## config.mk

```make
export PLATFORM = sky130hd
export DESIGN_NAME = wdl_top
export DESIGN_NICKNAME = d
export VERILOG_FILES = /design/src/include/wdl_pkg.sv /design/src/rtl/wdl_top.sv
export SDC_FILE = /design/constraint.sdc
export NUM_CORES = 1
export LEC_CHECK = 0
export CAP_MARGIN = 20
export CORE_AREA = 2 2 101 128
export CTS_BUF_LIST = sky130_fd_sc_hd__clkbuf_8 sky130_fd_sc_hd__clkbuf_16
export DETAILED_ROUTE_END_ITERATION = 10
export DIE_AREA = 0 0 103 130
export DONT_BUFFER_PORTS = 1
export GPL_TIMING_DRIVEN = 0
export PLACE_DENSITY = 0.53
export SYNTH_ARGS = -nofsm -noshare
export SYNTH_HDL_FRONTEND = slang
export SYNTH_SLANG_ARGS = --single-unit
export TNS_END_PERCENT = 5
```

## constraint.sdc

```tcl
create_clock -name i_mclk -period 3.3 [get_ports i_mclk]
set_clock_uncertainty 0.2 [all_clocks]
set_input_delay 0.165 -clock i_mclk [delete_from_list [all_inputs] [get_ports i_mclk]]
set_output_delay 0.165 -clock i_mclk [all_outputs]
set_load 0.02 [all_outputs]
```

## src/include/wdl_pkg.sv

```systemverilog
// Constants and carrier types for the watchdog and power LED block
package wdl_pkg;
   // Clock and unit timing
   localparam int unsigned CLK_MHZ       = 125;
   localparam int unsigned BLINK_HALF_MS = 500;
   localparam int unsigned HALF_CYC      = BLINK_HALF_MS * 1000 * CLK_MHZ;
   localparam int unsigned HALVES_SEC    = 2;
   localparam int unsigned SEC_PER_MIN   = 60;
   localparam int unsigned PRE_W         = 27;
   localparam int unsigned SEC_W         = 6;
   localparam logic [SEC_W-1:0] SEC_LAST = 6'h3b;

   // Reload value and event decode
   localparam logic [7:0]  RELOAD_RST = 8'h00;
   localparam logic [15:0] JOY_PORT   = 16'h0201;

   // Control word bit positions
   localparam int unsigned CTRL_STATUS = 0;
   localparam int unsigned CTRL_TOGGLE = 1;
   localparam int unsigned CTRL_FORCE  = 2;

   // Pin configuration fields
   localparam int unsigned PCFG_DIR   = 0;
   localparam int unsigned PCFG_POL   = 1;
   localparam int unsigned PCFG_FN_LO = 3;
   localparam int unsigned PCFG_FN_HI = 4;
   localparam int unsigned PCFG_OTYPE = 7;
   localparam logic [1:0]  FN_GPIO    = 2'h0;
   localparam logic [1:0]  FN_LED     = 2'h1;

   // LED data bit positions in the two port data registers
   localparam int unsigned PORT1_LED_BIT = 3;
   localparam int unsigned PORT6_LED_BIT = 1;

   // Interrupt channels; select 0 means not mapped
   localparam int unsigned IRQ_N = 16;

   typedef struct packed {
      logic       unit_minutes;
      logic       kbd_en;
      logic       mouse_en;
      logic       joy_en;
      logic       led_tog_on_to;
      logic       irq_en;
      logic [3:0] irq_sel;
   } wdl_cfg_s;

   typedef struct packed {
      logic out;
      logic oe;
   } wdl_pin_s;
endpackage

```

## src/rtl/wdl_top.sv

```systemverilog
// Watchdog countdown timer with power LED driver
// How it works
// - Count 1..255 units, minutes or seconds
// - Reload zero disables; resets to zero
// - Non-zero reload write loads and starts counting
// - At zero counter stops, status set
// - Host may write status bit anytime
// - Keyboard, mouse, port access events, each enabled
// - Enabled event reloads counter, clears status
// - Interrupt rises with status when enabled
// - Mapped interrupt line follows status level
// - Force bit zeroes count, sets status, self-clears
// - LED on one pin only
// - LED pin stays input after reset
// - Polarity bit picks active high or low
// - Data bit set turns LED on
// - Blink at 1 Hz, half duty
// - Toggle only in LED alternate function
// - Control toggle bit blinks unconditionally
// - Toggle on timeout blinks while status set
// - Output type bit picks open drain/push-pull
`timescale 1ns/1ps
module wdl_top #(
   parameter int unsigned HALF_CYCLES = wdl_pkg::HALF_CYC
) (
   // Clock and reset
   input  wire logic                        i_mclk,
   input  wire logic                        i_reset,
   // Watchdog configuration and unit select
   input  wire wdl_pkg::wdl_cfg_s           i_watchdog_config_reg,
   // Reload value write
   input  wire logic                        i_reload_wr,
   input  wire logic [7:0]                  i_watchdog_reload_value,
   // Control register write
   input  wire logic                        i_ctrl_wr,
   input  wire logic [7:0]                  i_ctrl_wdata,
   // Reload events
   input  wire logic                        i_kbd_irq,
   input  wire logic                        i_mouse_irq,
   input  wire logic                        i_io_access,
   input  wire logic [15:0]                 i_io_addr,
   // LED pin configuration and data
   input  wire logic [7:0]                  i_led_pin_a_cfg,
   input  wire logic [7:0]                  i_led_pin_b_cfg,
   input  wire logic [7:0]                  i_port_one_data_reg,
   input  wire logic [7:0]                  i_port_six_data_reg,
   // Status and counter
   output logic [7:0]                       o_watchdog_counter,
   output logic [7:0]                       o_watchdog_control_reg,
   output logic                             o_timeout_status,
   // Interrupt requests
   output logic [wdl_pkg::IRQ_N-1:0]        o_irq,
   // LED pins
   output wdl_pkg::wdl_pin_s                o_led_pin_a,
   output wdl_pkg::wdl_pin_s                o_led_pin_b
);
   import wdl_pkg::*;

   localparam logic [PRE_W-1:0] HALF_LAST = PRE_W'(HALF_CYCLES - 1);

   typedef struct packed {
      logic [7:0]       count;
      logic [7:0]       reload;
      logic             status;
      logic             led_tog;
      logic [PRE_W-1:0] pre;
      logic [PRE_W-1:0] blink_pre;
      logic             half;
      logic [SEC_W-1:0] sec;
      logic             phase;
      logic             kbd_q;
      logic             mouse_q;
      logic [IRQ_N-1:0] irq;
      wdl_pin_s         pin_a;
      wdl_pin_s         pin_b;
   } wdl_state_s;

   wdl_state_s st_r;
   wdl_state_s st_nxt;

   logic     half_tick;
   logic     blink_tick;
   logic     unit_tick;
   logic     ev_hit;
   logic     expire;
   logic     blink;
   wdl_pin_s pin_a_nxt;
   wdl_pin_s pin_b_nxt;

   // Blink comes from registered state and the config input only, so the pin drivers form no loop
   assign blink = st_r.led_tog || (i_watchdog_config_reg.led_tog_on_to && st_r.status);

   wdl_pin_drv #(
      .CFG_W(8)
   ) u_pin_a (
      .i_cfg      (i_led_pin_a_cfg),
      .i_data     (i_port_one_data_reg[PORT1_LED_BIT]),
      .i_led_ok   (1'b1),
      .i_blink_en (blink),
      .i_phase    (st_r.phase),
      .o_pin      (pin_a_nxt)
   );

   // Pin b loses the LED function when pin a already holds it
   wdl_pin_drv #(
      .CFG_W(8)
   ) u_pin_b (
      .i_cfg      (i_led_pin_b_cfg),
      .i_data     (i_port_six_data_reg[PORT6_LED_BIT]),
      .i_led_ok   (i_led_pin_a_cfg[PCFG_FN_HI:PCFG_FN_LO] != FN_LED),
      .i_blink_en (blink),
      .i_phase    (st_r.phase),
      .o_pin      (pin_b_nxt)
   );

   always_comb begin
      st_nxt = st_r;
      // Half-second prescaler for count units only; blink has its own
      half_tick = (st_r.pre == HALF_LAST);
      unit_tick = half_tick && st_r.half
                  && (!i_watchdog_config_reg.unit_minutes || st_r.sec == SEC_LAST);
      ev_hit = (i_watchdog_config_reg.kbd_en && i_kbd_irq && !st_r.kbd_q)
               || (i_watchdog_config_reg.mouse_en && i_mouse_irq && !st_r.mouse_q)
               || (i_watchdog_config_reg.joy_en && i_io_access && i_io_addr == JOY_PORT);
      expire = unit_tick && st_r.count == 8'h01;
      st_nxt.kbd_q   = i_kbd_irq;
      st_nxt.mouse_q = i_mouse_irq;
      st_nxt.pre     = half_tick ? '0 : st_r.pre + 1'b1;
      // Blink timebase runs free, so host writes never stretch a half period
      blink_tick       = (st_r.blink_pre == HALF_LAST);
      st_nxt.blink_pre = blink_tick ? '0 : st_r.blink_pre + 1'b1;
      if (blink_tick) begin
         st_nxt.phase = !st_r.phase;
      end
      if (half_tick) begin
         st_nxt.half  = !st_r.half;
         if (st_r.half) begin
            st_nxt.sec = (st_r.sec == SEC_LAST) ? '0 : st_r.sec + 1'b1;
         end
      end
      if (st_r.count != 8'h00 && unit_tick) begin
         st_nxt.count = st_r.count - 1'b1;
      end
      if (i_ctrl_wr) begin
         st_nxt.status  = i_ctrl_wdata[CTRL_STATUS];
         st_nxt.led_tog = i_ctrl_wdata[CTRL_TOGGLE];
      end
      if (ev_hit) begin
         st_nxt.count  = st_r.reload;
         st_nxt.status = 1'b0;
      end
      if (ev_hit || i_reload_wr) begin
         st_nxt.pre  = '0;
         st_nxt.half = 1'b0;
         st_nxt.sec  = '0;
      end
      if (i_reload_wr) begin
         st_nxt.reload = i_watchdog_reload_value;
         st_nxt.count  = i_watchdog_reload_value;
      end
      // Timeout set wins over a control write clear in the same cycle
      if (expire && !ev_hit && !i_reload_wr) begin
         st_nxt.status = 1'b1;
      end
      if (i_ctrl_wr && i_ctrl_wdata[CTRL_FORCE]) begin
         st_nxt.count  = 8'h00;
         st_nxt.status = 1'b1;
      end
      st_nxt.pin_a = pin_a_nxt;
      st_nxt.pin_b = pin_b_nxt;
      st_nxt.irq = '0;
      if (i_watchdog_config_reg.irq_en && i_watchdog_config_reg.irq_sel != 4'h0) begin
         st_nxt.irq[i_watchdog_config_reg.irq_sel] = st_r.status;
      end
   end

   always_ff @(posedge i_mclk) begin
      if (i_reset) begin
         st_r        <= '0;
         st_r.reload <= RELOAD_RST;
         st_r.pin_a  <= '{out: 1'b0, oe: 1'b0};
         st_r.pin_b  <= '{out: 1'b0, oe: 1'b0};
      end else begin
         st_r <= st_nxt;
      end
   end

   assign o_watchdog_counter     = st_r.count;
   assign o_watchdog_control_reg = {5'h00, 1'b0, st_r.led_tog, st_r.status};
   assign o_timeout_status       = st_r.status;
   assign o_irq                  = st_r.irq;
   assign o_led_pin_a            = st_r.pin_a;
   assign o_led_pin_b            = st_r.pin_b;

   a_force_zero: assert property (@(posedge i_mclk) disable iff (i_reset)
      i_ctrl_wr && i_ctrl_wdata[CTRL_FORCE] |=> st_r.count == 8'h00 && st_r.status && !o_watchdog_control_reg[2])
      else $error("force did not time out");
   a_reload_load: assert property (@(posedge i_mclk) disable iff (i_reset)
      i_reload_wr && !(i_ctrl_wr && i_ctrl_wdata[CTRL_FORCE]) |=> st_r.count == $past(i_watchdog_reload_value))
      else $error("reload value not loaded");
   a_zero_idle: assert property (@(posedge i_mclk) disable iff (i_reset)
      st_r.count == 8'h00 && !i_reload_wr && !ev_hit |=> st_r.count == 8'h00)
      else $error("disabled counter moved");
   a_expire_set: assert property (@(posedge i_mclk) disable iff (i_reset)
      expire && !ev_hit && !i_reload_wr |=> st_r.status && st_r.count == 8'h00)
      else $error("expiry did not set status");
   a_status_write: assert property (@(posedge i_mclk) disable iff (i_reset)
      i_ctrl_wr && !ev_hit && !expire && !i_ctrl_wdata[CTRL_FORCE] |=> st_r.status == $past(i_ctrl_wdata[CTRL_STATUS]))
      else $error("status write lost");
   a_event_reload: assert property (@(posedge i_mclk) disable iff (i_reset)
      ev_hit && !i_reload_wr && !i_ctrl_wr |=> st_r.count == $past(st_r.reload) && !st_r.status)
      else $error("event did not reload");
   a_irq_off: assert property (@(posedge i_mclk) disable iff (i_reset)
      !i_watchdog_config_reg.irq_en |=> o_irq == '0)
      else $error("irq active while disabled");
   a_irq_level: assert property (@(posedge i_mclk) disable iff (i_reset)
      i_watchdog_config_reg.irq_en && i_watchdog_config_reg.irq_sel != 4'h0
      |=> o_irq[$past(i_watchdog_config_reg.irq_sel)] == $past(st_r.status))
      else $error("irq does not follow status");
   a_tick_count: assert property (@(posedge i_mclk) disable iff (i_reset)
      unit_tick && st_r.count > 8'h01 && !ev_hit && !i_reload_wr && !i_ctrl_wr
      |=> st_r.count == $past(st_r.count) - 8'h01)
      else $error("unit tick did not decrement");
   a_one_led: assert property (@(posedge i_mclk) disable iff (i_reset)
      i_led_pin_a_cfg[PCFG_FN_HI:PCFG_FN_LO] == FN_LED && i_led_pin_b_cfg[PCFG_FN_HI:PCFG_FN_LO] == FN_LED
      |=> !o_led_pin_b.oe)
      else $error("both pins drive the LED");

   c_expire: cover property (@(posedge i_mclk) disable iff (i_reset) expire);
   c_force: cover property (@(posedge i_mclk) disable iff (i_reset) i_ctrl_wr && i_ctrl_wdata[CTRL_FORCE]);
   c_event: cover property (@(posedge i_mclk) disable iff (i_reset) ev_hit && st_r.status);
   a_irq_rise: assert property (@(posedge i_mclk) disable iff (i_reset)
      i_watchdog_config_reg.irq_en && i_watchdog_config_reg.irq_sel != 4'h0
      && st_r.status && !$past(st_r.status)
      |=> o_irq[$past(i_watchdog_config_reg.irq_sel)])
      else $error("irq missed status rise");
   a_pin_reset: assert property (@(posedge i_mclk) disable iff (i_reset)
      $past(i_reset) |-> !o_led_pin_a.oe && !o_led_pin_b.oe)
      else $error("pin driven right after reset");
   a_open_drain: assert property (@(posedge i_mclk) disable iff (i_reset)
      !i_led_pin_a_cfg[PCFG_OTYPE] |=> !o_led_pin_a.out)
      else $error("open drain pin driven high");
   a_led_steady: assert property (@(posedge i_mclk) disable iff (i_reset)
      i_led_pin_a_cfg[PCFG_FN_HI:PCFG_FN_LO] == FN_LED && !i_led_pin_a_cfg[PCFG_POL]
      && !i_led_pin_a_cfg[PCFG_OTYPE] && !blink
      |=> o_led_pin_a.oe == $past(i_port_one_data_reg[PORT1_LED_BIT]))
      else $error("steady LED does not follow data");
   a_blink_toggle: assert property (@(posedge i_mclk) disable iff (i_reset)
      blink_tick |=> st_r.phase != $past(st_r.phase))
      else $error("blink phase did not flip");
   a_blink_hold: assert property (@(posedge i_mclk) disable iff (i_reset)
      !blink_tick |=> st_r.phase == $past(st_r.phase))
      else $error("blink phase flipped early");
   a_minute_unit: assert property (@(posedge i_mclk) disable iff (i_reset)
      unit_tick && i_watchdog_config_reg.unit_minutes |-> st_r.sec == SEC_LAST && st_r.half)
      else $error("minute tick before sixty seconds");
   a_gpio_steady: assert property (@(posedge i_mclk) disable iff (i_reset)
      i_led_pin_a_cfg[PCFG_FN_HI:PCFG_FN_LO] == FN_GPIO && $stable(i_led_pin_a_cfg) && !$past(i_reset)
      && $stable(i_port_one_data_reg[PORT1_LED_BIT]) |=> $stable(o_led_pin_a))
      else $error("pin toggles in plain function");

   c_blink: cover property (@(posedge i_mclk) disable iff (i_reset) blink && blink_tick);
   c_irq_raised: cover property (@(posedge i_mclk) disable iff (i_reset) o_irq != '0);
endmodule

// Next drive of one LED-capable pin from its configuration and data bit
module wdl_pin_drv #(
   parameter int unsigned CFG_W = 8
) (
   // Pin configuration and data bit
   input  wire logic [CFG_W-1:0] i_cfg,
   input  wire logic             i_data,
   // LED permission and blink control
   input  wire logic             i_led_ok,
   input  wire logic             i_blink_en,
   input  wire logic             i_phase,
   // Next pin drive
   output wdl_pkg::wdl_pin_s     o_pin
);
   import wdl_pkg::*;

   logic on;
   logic lvl;
   logic drv;

   always_comb begin
      o_pin = '{out: 1'b0, oe: 1'b0};
      on    = 1'b0;
      lvl   = 1'b0;
      drv   = 1'b0;
      if (i_cfg[PCFG_FN_HI:PCFG_FN_LO] == FN_LED && i_led_ok) begin
         on  = i_data && (!i_blink_en || i_phase);
         // Non-inverted sinks current, so the pin goes low for LED on
         lvl = i_cfg[PCFG_POL] ? on : !on;
         drv = 1'b1;
      end else if (i_cfg[PCFG_FN_HI:PCFG_FN_LO] == FN_GPIO && !i_cfg[PCFG_DIR]) begin
         // Plain function gives steady control only, never a blink
         lvl = i_data ^ i_cfg[PCFG_POL];
         drv = 1'b1;
      end
      if (drv) begin
         if (i_cfg[PCFG_OTYPE]) begin
            o_pin = '{out: lvl, oe: 1'b1};
         end else begin
            // Open drain only ever pulls low, which also suits standby power
            o_pin = '{out: 1'b0, oe: !lvl};
         end
      end
   end
endmodule

```

**Yosys cells after proc, flatten, opt, wreduce, memory -nomap -nowiden**

Cells that the tools add are included.

- Register bits after elaboration: 102
- Output and inout bits: 37
- Word-level logic and storage cells: 117

- Reductions and logical operators: 57
- Add/sub/neg operators: 4
- Equal/unequal tests: 8
- Order comparisons: 2
- Muxes and demuxes: 22
- Bitwise operators: 8

Operators by type and width:

| cell | number |
|---|---|
| $add A27 B1 Y27 const B | 2 |
| $eq A27 B26 Y1 const B | 2 |
| $logic_and A1 B1 Y1 | 21 |
| $and A16 B16 Y16 | 1 |
| $eq A16 B10 Y1 const B | 1 |
| $mux W1 | 16 |
| $mux W16 | 1 |
| $mux W8 | 2 |
| $logic_not A1 Y1 | 14 |
| $reduce_or A2 Y1 | 6 |
| $reduce_or A3 Y1 | 3 |
| $eq A8 B1 Y1 const B | 1 |
| $reduce_bool A4 Y1 | 2 |
| $reduce_bool A8 Y1 | 1 |
| $sub A8 B1 Y8 const B | 1 |
| $add A6 B1 Y6 const B | 1 |
| $eq A6 B6 Y1 const B | 1 |
| $logic_or A1 B1 Y1 | 6 |
| $mux W6 | 1 |
| $lt A4 B5 Y1 const B | 1 |
| $not A1 Y1 | 5 |
| $demux W1 S4 | 1 |
| $eq A2 B1 Y1 const B | 2 |
| $ge A4 B1 Y1 const B | 1 |
| other kinds (6) | 8 |

**Depth between registers and ports, before layout**

- Word-level depth: 10
- Depth in mapped cells: 8

**Cells and area by module**

From an unflattened synthesis, not the netlist that was laid out.

- Cells, all modules: 577
- Area, all modules: 5,022.3 um^2

By module, submodules not included:

| module | area each (um^2) | cells an instance | seq. area each (um^2) | times used |
|---|---|---|---|---|
| wdl_top | 4,839.6 | 551 | 2,042.0 | 1 |
| wdl_pin_drv | 91.3 | 13 | 0.0 | 2 |

**Least setup slack after synthesis**

OpenSTA, ideal clock, no wires.

- Path type: register to register
- Start: reg st_r[57] (netlist name)
- End: reg st_r, in the netlist o_watchdog_counter[1]
- Required time: 3.014 ns
- Stages on the path, launching flop included: 8
- Clock period less this slack: 2.407 ns
- Buffers on the path: 1
- Arrival time: 2.121 ns
- Library setup time: 0.086 ns
- Path slack: 0.893 ns
- Cells stage by stage: dfxtp_1 > ha_1 > and4_1 > clkbuf_1 > nand4_1 > a2111oi_4 > mux2_2 > a211oi_1

- Word-level cells in the longest chain between the ends: 5

RTL lines:

| element | line | text |
|---|---|---|
| start, declared | wdl_top.sv:78 | `wdl_state_s st_r;` |
| start signal, assigned | wdl_top.sv:184 | `st_r <= st_nxt;` |
| $eq A27 B26 Y1 | wdl_top.sv:119 | `half_tick = (st_r.pre == HALF_LAST);` |
| $logic_and A1 B1 Y1 | wdl_top.sv:120 | `unit_tick = half_tick && st_r.half` |
| $logic_and A1 B1 Y1 | wdl_top.sv:121 | `&& (!i_watchdog_config_reg.unit_minutes \|\| st_r.sec == SEC_LAST);` |
| $logic_and A1 B1 Y1 | wdl_top.sv:141 | `if (st_r.count != 8'h00 && unit_tick) begin` |
| $reduce_bool A3 Y1 (no line) | n/a |  |

Every way passes these cells.
A chain may end at the register's enable or synchronous reset.

**Worst setup path in the final report**

Same ends and word-level chain as after synthesis.

==> flow_metrics.py <==
metrics = {
    "synth": {
        "syn_avg_cell_area_um2": 8.58,
        "yosys-top-cells-area": "dfxtp_1 (42%), xnor2_1 (9.1%), nor2_1 (7.2%), buf_4 (5.5%), nand2_1 (2.9%)",
        "synthFlopType": "dfxtp_1",
        "synth_edf_count": 0,
        "syn_area_mm2": 0.00491,
        "syn_inst": 572,
        "ys_ff_latch": 102,
        "seq_area_frac_synth_pct": 41.6,
        "synth_top_cell_area_share_pct": 41.6,
        "async_flop_share_pct": 0,
        "yosysTopAreaCell": "dfxtp_1",
        "ys_warn_count": 0,
        "yosys.cell_types.count": 54,
    },
    "sta": {
        "max_slew_margin_pct": 36.2,
        "finalSetupTns_ns": 0,
        "worstMarginPinSlew_ns": 0.957,
        "fmax_ghz": 0.359,
        "finalCritPeriodShare_pct": 84.3,
        "setup_viol": 0,
        "slew_viol_final": 0,
        "hold_viol": 0,
        "grt_setup_unrepaired": "no",
        "finalCriticalPeriod_ns": 2.78,
        "setup_ws_ns": 0.518,
    },
    "route": {
        "drtIter0Drc": 124,
        "vias": 4044,
        "routed_via_density": 5.08,
        "drt_pass1_iterations": 5,
        "antenna_left": 0,
        "drc": 0,
        "wirelength_mm": 11.3,
        "post_drt_wl_per_cell_um": 14.3,
    },
    "cts": {
        "cts-root-buf": "clkbuf_16",
        "cts.path.max_buffers": 2,
        "clk_latency_ns": 0.35,
        "htree_levels": 3,
        "clkTransAtPathRegs_ns": 0.07,
        "postCtsSetupBuffers": 0,
        "cts_tree": "yes",
        "clock_sink_count": 102,
        "cts_resized": 0,
        "numCtsBuffers": 9,
    },
    "floorplanning": {
        "rows": 46,
        "io_pins": 118,
        "die_area_mm2": 0.0134,
        "die_y_um": 130,
        "die_w_um": 103,
        "initial_core_util_pct": 39.8,
        "coreArea_mm2": 0.0123,
    },
    "setup_path": {
        "cp.required_ns": 3.37,
        "cp-start-kind": "register",
        "regToRegEndpoint": "o_watchdog_counter[1]",
        "worstSetupEndpointType": "register",
        "reg2reg_from": "st_r[57]",
        "criticalPathCategory": "register to register",
        "critPathArrivalTime_ns": 2.85,
        "rrSetupSlack_ns": 0.52,
        "crit_start": "st_r[57]",
        "r2r.worst_path.cells": 7,
        "crit_fanout": 9,
    },
    "global_route": {
        "grt_pass1_vias": 3960,
        "antenna_found_initial": 0,
        "grt_max_degree": 19,
        "grt_pass1_wl_mm": 18.0,
        "gr-total-overflow": 0,
        "grt.total_usage_pct": 17.0,
    },
    "cells_and_area": {
        "drive_gt1_share_pct": 9.87,
        "final_cell_mix": "dfxtp_1 (102), nor2_1 (94), xnor2_1 (51)",
        "ff_latch_area_mm2": 0.00204,
        "syn2layout_area_growth_pct": 17.5,
        "largest-register": "st_r",
        "multi_input_area_mm2": 0.00247,
        "nNetsFinal": 710,
        "instances_no_fill": 796,
        "largest_reg_flops": 72,
        "fillers": 1230,
        "final_common_cell": "dfxtp_1",
        "diodes": 0,
    },
    "power_and_ir_drop": {
        "p_seq_share_pct": 50.5,
        "p_comb_share_pct": 9.6,
        "switchingPower_uw": 653,
        "switching_share_pct": 25.7,
        "intPower_uw": 1880,
        "power_density_mw_per_mm2": 440,
        "ir_drop_uv": 192,
        "p_clk_share_pct": 40.0,
        "p_leak_uw": 0.00196,
    },
    "placement": {
        "place_congestion": 0.786,
        "dp_slack_ns": 0.507,
        "hpwl_mm": 8.17,
        "dp.cells": 746,
        "io_buffers": 0,
    },
    "worst_hold_path": {
        "worstHoldPathCells": 3,
        "hold_class": "input port to register",
        "min_to": "o_timeout_status",
        "hp-start": "i_ctrl_wdata[2]",
    },
    "job": {
        "cap_viol_max_count": 0,
    },
    "status": {
        "status": "complete, no violations",
    },
}
[critical path, cell delays in order, from the launching register on]
cell       delay (ns)
dfxtp_1          0.35
ha_1             0.20
and4_1           0.20
clkbuf_1         0.21
nand4_1          0.25
a2111oi_4        0.67
mux2_2           0.41
a211oi_1         0.21
[layer usage]
layer	share of wire [%]	routed length, um	GRT usage [%]
met5	0	0	0
met4	1.8	206	5.50
met3	5.4	607	3.75
met2	50	5630	30.4
met1	43	4900	20.0
[cells in the mapped netlist, types with 3 or more instances]
| cell | n |
|---|---|
| o211ai_1 | 10 |
| nor2_1 | 94 |
| mux2i_1 | 6 |
| nand3_1 | 20 |
| clkbuf_1 | 15 |
| o21ai_0 | 7 |
| a31oi_1 | 7 |
| nor4_1 | 8 |
| inv_1 | 20 |
| xor2_1 | 10 |
| dfxtp_1 | 102 |
| or4_1 | 5 |
| and2_1 | 8 |
| and4_1 | 7 |
| xnor2_1 | 51 |
| a211oi_1 | 3 |
| nor4b_1 | 4 |
| nor3_1 | 26 |
| or3_1 | 5 |
| buf_4 | 36 |
| nor3b_1 | 3 |
| nand2_1 | 38 |
| nor2b_1 | 5 |
| o41ai_1 | 6 |
| nand3b_1 | 4 |
| a21oi_1 | 13 |
| nand4_1 | 13 |
| ha_1 | 6 |
| and3_1 | 10 |
[worst max-delay path by stage]
stage | end | slack [ns] | cells after the start
floorplan | o_watchdog_counter[1] | 0.89 | 7
global placement | o_watchdog_counter[1] | 0.52 | 7
detailed placement | o_watchdog_counter[7] | 0.51 | 8
CTS | o_watchdog_counter[7] | 0.50 | 8
global route | o_watchdog_counter[7] | 0.31 | 8
finish | o_watchdog_counter[1] | 0.52 | 7
[final cells by class]
| class | count | area share (%) |
|---|---|---|
| well taps | 168 | 3.65 |
| clock inverters | 7 | 1.02 |
| plain buffers | 54 | 5.88 |
| flip-flops and latches | 102 | 35.4 |
| repair buffers | 34 | 5.91 |
| clock buffers | 9 | 3.91 |
| inverters | 20 | 1.30 |
| multi-input cells | 402 | 42.9 |
[cells by family (layout without fill, tap and decap cells)]
family,count (synthesis),in the layout,synth area share (%)
and+or+nand+nor,259,259,27.0
DFF,102,102,41.6
AOI/OAI and AO/OA,62,62,8.95
muxes,7,7,1.45
other,1,7,0.0764
buffers and inverters,74,124,8.44
adders and majority gates,6,6,1.53
xor gates and xnor gates,61,61,10.9
[through the flow]
step / utilization [%] / instance area [um2] / hold slack, ns / power [uW]
floorplan: - / 4930 / 0.0842 / 1470
global placement: 41.7 / 5140 / 0.0950 / 1510
detailed placement: 41.7 / 5140 / 0.0915 / 1520
CTS: 46.8 / 5760 / 0.00306 / 2560
global route: 46.8 / 5760 / 0.0142 / 2650
finish: 46.8 / 5760 / 0.00745 / 2540
[power groups by stage]
stage	sequential (uW)	clock [uW]	combinational [uW]
2_1_floorplan	1300	0	170
3_3_place_gp	1310	0	207
3_5_place_dp	1310	0	208
4_1_cts	1280	1040	242
5_1_grt	1280	1100	266
6_report	1280	1010	243
[what timing repair did]
| item | in CTS | in global routing |
|---|---|---|
| hold buffers | 34 | 0 |
| setup endpoints to repair | 0 | 0 |
| endpoints found under the hold margin | 46 | 0 |
(Power assumes the default switching activity.)
